## src/verilog/prog_mem_read_pkg.sv

```systemverilog
`default_nettype none

package prog_mem_read_pkg;

  // Bus geometry: one aligned 32-bit word per register, 8-bit data in lane 0
  localparam int unsigned WB_DATA_W      = 32;
  localparam int unsigned WB_ADR_W       = 5;
  localparam int unsigned REG_W          = 8;

  // Register byte offsets
  localparam logic [4:0]  OFS_CONTROL    = 5'h00;
  localparam logic [4:0]  OFS_ADDR_LOW   = 5'h04;
  localparam logic [4:0]  OFS_ADDR_HIGH  = 5'h08;
  localparam logic [4:0]  OFS_DATA_LOW   = 5'h0c;
  localparam logic [4:0]  OFS_DATA_HIGH  = 5'h10;

  // Control register layout
  localparam int unsigned RD_BIT         = 0;
  localparam logic [7:0]  CONTROL_FIXED  = 8'h80;

  // Program word layout
  localparam int unsigned WORD_W         = 14;
  localparam int unsigned LOW_W          = 8;
  localparam int unsigned HIGH_W         = WORD_W - LOW_W;
  localparam int unsigned FLASH_ADDR_W   = 16;

  // Reset values
  localparam logic [7:0]  ADDR_RESET     = 8'h00;
  localparam logic [7:0]  DATA_LOW_RESET = 8'h00;
  localparam logic [5:0]  DATA_HIGH_RESET = 6'h00;

  // Timing: a read lasts two instruction cycles of four clocks each
  localparam int unsigned INSTR_PER_READ = 2;
  localparam int unsigned CLKS_PER_INSTR = 4;

  // Read controller states
  typedef enum logic {
    ST_IDLE,
    ST_BUSY
  } read_state_type;

endpackage : prog_mem_read_pkg

`default_nettype wire

```

## src/verilog/program_flash_read_port.sv

```systemverilog
// The address map and register access over Wishbone were decided locally.
`default_nettype none

// Overview of operation
// Word address is address-high register concatenated above address-low register.
// Writing one to control bit 0 starts a program memory read.
// A read lasts two instruction cycles; the core is stalled meanwhile.
// Software should put two no-ops after setting the read bit.
// Finished word loads upper bits into data-high, lower into data-low.
// Read bit cleared only by hardware; software writing zero does nothing.
// Data-high holds word bits 13..8 in bits 5..0; top two read zero.
// Data-low holds word bits 7..0 and is software readable and writable.
// Control bit 7 reads one; bits 6..1 read zero.
// Reads proceed and return the true word regardless of code protection.
// Read bit clears in the same cycle the data pair loads.
// Address and data registers change only by software or read completion.
module program_flash_read_port
  import prog_mem_read_pkg::*;
#(
  parameter int unsigned CLKS_INSTR = CLKS_PER_INSTR,
  parameter int unsigned READ_INSTR = INSTR_PER_READ
) (
  input  wire logic                    clk_i,
  input  wire logic                    rst_i,
  // Classic Wishbone slave
  input  wire logic                    wb_cyc_i,
  input  wire logic                    wb_stb_i,
  input  wire logic                    wb_we_i,
  input  wire logic [WB_ADR_W-1:0]     wb_adr_i,
  input  wire logic [3:0]              wb_sel_i,
  input  wire logic [WB_DATA_W-1:0]    wb_dat_i,
  output logic      [WB_DATA_W-1:0]    wb_dat_o,
  output logic                         wb_ack_o,
  // Flash array side
  output logic      [FLASH_ADDR_W-1:0] flash_addr_o,
  output logic                         flash_rd_o,
  input  wire logic [WORD_W-1:0]       flash_data_i,
  // Core side
  output logic                         core_stall_o
);

  localparam int READ_CLKS = int'(CLKS_INSTR * READ_INSTR);

  if (CLKS_INSTR < 1 || READ_INSTR < 1) begin : g_chk
    $error("program_flash_read_port: timing parameters must be at least one");
  end

  read_state_type              state_q;
  logic [WB_DATA_W-1:0]        dat_q;
  logic                        ack_q;
  logic [REG_W-1:0]            addr_low_q;
  logic [REG_W-1:0]            addr_high_q;
  logic [LOW_W-1:0]            data_low_q;
  logic [HIGH_W-1:0]           data_high_q;
  logic [FLASH_ADDR_W-1:0]     flash_addr_q;
  logic                        stall_q;
  logic                        req;
  logic                        wr_go;
  logic                        set_rd;
  logic                        tick;
  logic                        done;
  logic [REG_W-1:0]            rd_mux;
  logic [REG_W-1:0]            wr_byte;

  assign req     = wb_cyc_i && wb_stb_i;
  assign wr_byte = wb_dat_i[REG_W-1:0];
  // Writes take effect at the edge the master samples ack
  assign wr_go   = req && ack_q && wb_we_i && wb_sel_i[0];
  // Only a one can be written to the read bit
  assign set_rd  = wr_go && (wb_adr_i == OFS_CONTROL) && wr_byte[RD_BIT];

  // Instruction-cycle enable, realigned at every read start
  instr_tick_gen #(
    .DIV (CLKS_INSTR)
  ) u_tick (
    .clk_i  (clk_i),
    .rst_i  (rst_i),
    .clr_i  (set_rd),
    .tick_o (tick)
  );

  // Counts the two instruction cycles of the array access
  read_cycle_counter #(
    .COUNT (READ_INSTR)
  ) u_count (
    .clk_i   (clk_i),
    .rst_i   (rst_i),
    .start_i (set_rd),
    .tick_i  (tick),
    .done_o  (done)
  );

  // Read controller; a new set on the finishing edge wins and restarts
  always_ff @(posedge clk_i or posedge rst_i) begin
    if (rst_i) begin
      state_q <= ST_IDLE;
    end else begin
      unique case (state_q)
        ST_IDLE: begin
          if (set_rd) begin
            state_q <= ST_BUSY;
          end
        end
        ST_BUSY: begin
          if (done && !set_rd) begin
            state_q <= ST_IDLE;
          end
        end
      endcase
    end
  end

  // Core stall follows the read bit: the two next instructions are not run
  always_ff @(posedge clk_i or posedge rst_i) begin
    if (rst_i) begin
      stall_q <= 1'b0;
    end else if (set_rd) begin
      stall_q <= 1'b1;
    end else if (done) begin
      stall_q <= 1'b0;
    end
  end

  // Word address latched at start so later address writes cannot disturb it
  always_ff @(posedge clk_i or posedge rst_i) begin
    if (rst_i) begin
      flash_addr_q <= '0;
    end else if (set_rd) begin
      flash_addr_q <= {addr_high_q, addr_low_q};
    end
  end

  // Address pair, written only by software
  always_ff @(posedge clk_i or posedge rst_i) begin
    if (rst_i) begin
      addr_low_q  <= ADDR_RESET;
      addr_high_q <= ADDR_RESET;
    end else if (wr_go) begin
      if (wb_adr_i == OFS_ADDR_LOW) begin
        addr_low_q <= wr_byte;
      end
      if (wb_adr_i == OFS_ADDR_HIGH) begin
        addr_high_q <= wr_byte;
      end
    end
  end

  // Data pair; the hardware load beats a software write on the same edge.
  // No protection input exists, so the fetched word is loaded untouched.
  always_ff @(posedge clk_i or posedge rst_i) begin
    if (rst_i) begin
      data_low_q  <= DATA_LOW_RESET;
      data_high_q <= DATA_HIGH_RESET;
    end else if (done) begin
      data_low_q  <= flash_data_i[LOW_W-1:0];
      data_high_q <= flash_data_i[WORD_W-1:LOW_W];
    end else if (wr_go) begin
      if (wb_adr_i == OFS_DATA_LOW) begin
        data_low_q <= wr_byte;
      end
      if (wb_adr_i == OFS_DATA_HIGH) begin
        data_high_q <= wr_byte[HIGH_W-1:0];
      end
    end
  end

  // Read-back mux; unmapped offsets read zero
  always_comb begin
    rd_mux = '0;
    unique case (wb_adr_i)
      OFS_CONTROL: begin
        rd_mux = CONTROL_FIXED;
        rd_mux[RD_BIT] = (state_q == ST_BUSY);
      end
      OFS_ADDR_LOW: begin
        rd_mux = addr_low_q;
      end
      OFS_ADDR_HIGH: begin
        rd_mux = addr_high_q;
      end
      OFS_DATA_LOW: begin
        rd_mux = data_low_q;
      end
      OFS_DATA_HIGH: begin
        rd_mux = {{(REG_W - HIGH_W){1'b0}}, data_high_q};
      end
      default: begin
        rd_mux = '0;
      end
    endcase
  end

  // Ack one cycle after the request, dropped the cycle after
  always_ff @(posedge clk_i or posedge rst_i) begin
    if (rst_i) begin
      ack_q <= 1'b0;
      dat_q <= '0;
    end else begin
      ack_q <= req && !ack_q;
      if (req && !ack_q) begin
        dat_q <= {{(WB_DATA_W - REG_W){1'b0}}, rd_mux};
      end
    end
  end

  assign wb_ack_o     = ack_q;
  assign wb_dat_o     = dat_q;
  assign flash_addr_o = flash_addr_q;
  assign flash_rd_o   = (state_q == ST_BUSY);
  assign core_stall_o = stall_q;

  // Checks ------------------------------------------------------------------
  localparam int LAT     = READ_CLKS;
  localparam int LAT_M1  = READ_CLKS - 1;
endmodule : program_flash_read_port

`default_nettype wire

```

## src/verilog/instr_tick_gen.sv

```systemverilog
`default_nettype none

module instr_tick_gen #(
  parameter int unsigned DIV = 4
) (
  input  wire logic clk_i,
  input  wire logic rst_i,
  input  wire logic clr_i,
  output logic      tick_o
);

  localparam int unsigned CW = (DIV > 1) ? $clog2(DIV) : 1;
  localparam logic [CW-1:0] LAST = CW'(DIV - 1);
  localparam logic [CW-1:0] ONE  = CW'(1);

  logic [CW-1:0] cnt_q;

  if (DIV < 1) begin : g_chk
    $error("instr_tick_gen: DIV must be at least one");
  end

  // Phase counter; clearing it aligns instruction cycles to the read start
  always_ff @(posedge clk_i or posedge rst_i) begin
    if (rst_i) begin
      cnt_q <= '0;
    end else if (clr_i || cnt_q == LAST) begin
      cnt_q <= '0;
    end else begin
      cnt_q <= cnt_q + ONE;
    end
  end

  // One-cycle enable at the end of each instruction cycle
  assign tick_o = (cnt_q == LAST) && !clr_i;

endmodule : instr_tick_gen

`default_nettype wire

```

## src/verilog/read_cycle_counter.sv

```systemverilog
`default_nettype none

module read_cycle_counter #(
  parameter int unsigned COUNT = 2
) (
  input  wire logic clk_i,
  input  wire logic rst_i,
  input  wire logic start_i,
  input  wire logic tick_i,
  output logic      done_o
);

  localparam int unsigned CW = $clog2(COUNT + 1);
  localparam logic [CW-1:0] INIT = CW'(COUNT);
  localparam logic [CW-1:0] ONE  = CW'(1);

  logic [CW-1:0] left_q;

  if (COUNT < 1) begin : g_chk
    $error("read_cycle_counter: COUNT must be at least one");
  end

  // Counts instruction cycles left; a new start reloads even mid-count
  always_ff @(posedge clk_i or posedge rst_i) begin
    if (rst_i) begin
      left_q <= '0;
    end else if (start_i) begin
      left_q <= INIT;
    end else if (tick_i && left_q != '0) begin
      left_q <= left_q - ONE;
    end
  end

  // Last tick of the final instruction cycle
  assign done_o = tick_i && !start_i && (left_q == ONE);

endmodule : read_cycle_counter

`default_nettype wire

```

## config.mk

```make
export PLATFORM = sky130hd
export DESIGN_NAME = program_flash_read_port
export DESIGN_NICKNAME = d
export VERILOG_FILES = /design/src/verilog/prog_mem_read_pkg.sv /design/src/verilog/program_flash_read_port.sv /design/src/verilog/instr_tick_gen.sv /design/src/verilog/read_cycle_counter.sv
export SDC_FILE = /design/constraint.sdc
export NUM_CORES = 1
export LEC_CHECK = 0
export ABC_AREA = 1
export BUFFER_PORTS_ARGS = -buffer_cell sky130_fd_sc_hd__buf_2
export CAP_MARGIN = 20
export CORE_UTILIZATION = 50
export DETAILED_ROUTE_END_ITERATION = 12
export PLACE_DENSITY = 0.79
export SLEW_MARGIN = 10
export SYNTH_ARGS = -nofsm -noshare
export SYNTH_HDL_FRONTEND = slang
export SYNTH_SLANG_ARGS = --single-unit
```

## constraint.sdc

```tcl
create_clock -name clk_i -period 2.5 [get_ports clk_i]
set_input_delay 0.375 -clock clk_i [delete_from_list [all_inputs] [get_ports clk_i]]
set_output_delay 0.375 -clock clk_i [all_outputs]
set_load 0.02 [all_outputs]
```

==> impl_results.md <==
* Cell variety after synth at 31
* Peak VDD IR at 0.4458 mV
* FF+latch count, synth at 61
* Synthesis Warnings at 0
* Post-synth EDFFs at 0
* Final Skew at 0.008080 ns
* Met3 usage at 0.05909
* Worst path required time at 2.72 ns
* Most used DFF post-synth: dfrtp_1
* Run status: finished clean
* Vias in the first global route at 2395
* CTS tree: built
* Max-cap violations at 0
* Crit path max fanout at 35
* Filler cells at 540
* Fraction of registers with async set/reset at 1.000
* Placed cells at 477
* DRT antenna net count at 0
* Largest net degree at the start of global routing at 36
* GR peak layer: met2
* CP Data Arrival Time at 2.05 ns
* CP Class: reg2reg
* Critical Path Start Type: register
* List of most frequent post-synthesis cells: nand2_1 (87), dfrtp_1 (61), nand3_1 (44)
* Routability Congestion at 0.8539
* Initial antenna violation count at 0
* Worst hold slack at 0.1023 ns
* Power Density at 699.2 nW/um2
* Final Routed Wirelength at 7122 um
* Gate Count Post-Synth at 353
* Largest area contributor in the netlist: dfrtp_1
* Met1 GRT Util at 0.3262
* Worst relative slew slack at 0.5857
* Core Area at 5921 um2
* Synth Area per Inst at 8.666 um2
* Starting Density at 0.5167
* Min Tclk post-route at 1.825 ns
* Total Power at 2.457 mW
* Clock latency on the worst-skew pair at 0.34 ns
* Finished Layout Cells at 491
* Crit. End Element: register
* Register area share after synthesis at 0.4990
* Pre-Repair DR Iteration Count at 4
* CTS Sinks at 61
* Total track usage at 0.2472
* Residual DRC at 0
* Total gr overflow at 0
* Reg-to-reg slack, setup at 0.67 ns
* RSZ-0062 raised after global routing: no
* Antenna Cells at 0
* DIE AREA at 6435 um2
* Hold buffer count at cts at 0
* Grt met2 use at 0.3863
* Worst slew pin tran at 0.6206 ns
* H-Tree Depth at 3
* Max Slew Vio Count at 0
* CTS max path bufs at 2
* Number of I/O pins at 111
* Top-count cell post-synth: nand2_1
* Port buffer count at 59
* Post-route setup TNS at 0 ns
* Post-synth top area share at 0.4990
* Share of cells above drive strength 1 at 0.2332
* Buffer count from post-CTS setup fixing at 0
* First-pass GRT wire length at 11520 um
* CTS resizes at 0
* Final worst path period share at 0.7301
* Final setup vio count at 0
* Avg WL per Cell at 14.51 um
* Fmax at 0.5478 GHz
* Total CTS buffers at 9
* Synth Cell Area at 3059 um2
* First DRT Iteration DRCs at 209
* CTS root buffer: clkbuf_8
* Clock slew at reported path FFs at 0.06 ns
* Via/cell ratio at 5.234
* Die span in y at 80.22 um
* Post-DP HPWL at 5145 um
* Static Leak at 1.877 nW
* Chip width at 80.22 um
* Routed vias at 2570
* Final hold violations at 0
* Worst Hold Class: in2async
* Rows at 28
* P&R area growth vs syn at 14.85%
* Post-layout nets at 476
* Top cells by area, synth: dfrtp_1 (50%), nand2_1 (11%), nand3_1 (7.2%)
## state kept, by name, indices dropped and copies added, names as in the netlist
name            cells
flash_addr_o       16
addr_high_q         8
addr_low_q          8
data_low_q          8
wb_dat_o            8
data_high_q         6
u_count.left_q      2
u_tick.cnt_q        2
core_stall_o        1
flash_rd_o          1
wb_ack_o            1
## through the flow
step | worst slack, ns | instance area [um2] | utilization
after floorplan | 0.6120 | 3146 | -
after global placement | 0.6177 | 3314 | 0.5598
after detailed placement | 0.5886 | 3314 | 0.5598
after CTS | 0.6968 | 3513 | 0.5934
after global routing | 0.5259 | 3513 | 0.5934
final | 0.6747 | 3513 | 0.5934
## logic make-up (layout without fill, tap and decap cells)
| family | Yosys count | in the layout | share of synthesized area |
|---|---|---|---|
| and+or+nand+nor | 167 | 167 | 0.2765 |
| buffers and inverters | 73 | 113 | 0.1292 |
| DFF | 61 | 61 | 0.4990 |
| AOI/OAI and AO/OA | 48 | 48 | 0.08180 |
| adders and majority gates | 3 | 3 | 0.01227 |
| other | 1 | 24 | 0.001226 |
## cell type report
class,count,area (um2),share of cell area
clock inverters,1,30.03,0.008547
clock buffers,13,168.9,0.04808
repair buffers,62,330.3,0.09402
well taps,75,93.84,0.02671
inverters,37,140.1,0.03989
multi-input cells,242,1224,0.3483
flip-flops and latches,61,1526,0.4345
## per-layer routing
layer  wire length, um  vias to the layer above  part of all wire
li1                  -                     1238                 -
met1              3137                     1227              0.44
met2              3464                       91              0.49
met3               341                       14             0.048
met4               178                        0             0.025
met5                 0                        -                 0
## power by group
part	leakage, nW	switching [mW]	internal, mW
Clock	0.102	0.363	0.531
Combinational	0.958	0.235	0.132
Sequential	0.818	0.0732	1.12
Total	1.88	0.670	1.79
## critical path, cell delays in order, from the launching register on
cell,delay [ns]
dfrtp_1,0.44
nand3_1,0.20
nor3_2,0.08
nand2_4,0.31
nand3_4,0.37
nand3_1,0.20
nand3_1,0.09
## worst paths after layout
check | startpoint | to | cells after the start
min in group clk_i | wb_dat_i[5] | data_high_q[5] | 3
hold reg to reg | u_tick.cnt_q[0] | u_tick.cnt_q[0] | 1
max in group asynchronous | rst_i | flash_addr_o[6] | 3
setup reg to reg | wb_ack_o | data_low_q[4] | 6
setup / recovery | wb_ack_o | data_low_q[4] | 6
hold / removal | rst_i | flash_addr_o[3] | 2
## cells in the final DEF (no fill, tap or decap)
| cell type | instances |
|---|---|
| and3_1 | 1 |
| buf_12 | 1 |
| buf_2 | 59 |
| buf_4 | 2 |
| bufinv_16 | 1 |
| clkbuf_1 | 1 |
| clkbuf_8 | 12 |
| clkinv_2 | 1 |
| conb_1 | 24 |
| dfrtp_1 | 61 |
| ha_1 | 3 |
| inv_1 | 31 |
| inv_2 | 5 |
| nand2_1 | 87 |
| nand2_2 | 2 |
| nand2_4 | 3 |
| nand3_1 | 44 |
| nand3_2 | 2 |
| nand3_4 | 1 |
| nand4_1 | 17 |
| nand4_4 | 1 |
| nor2_1 | 1 |
| nor2_2 | 2 |
| nor2_4 | 3 |
| nor3_1 | 1 |
| nor3_2 | 1 |
| nor3_4 | 1 |
| o211ai_1 | 1 |
| o21ai_0 | 23 |
| o21ai_1 | 18 |
| o22ai_1 | 6 |
No activity file was read; power rests on OpenSTA's default activity.
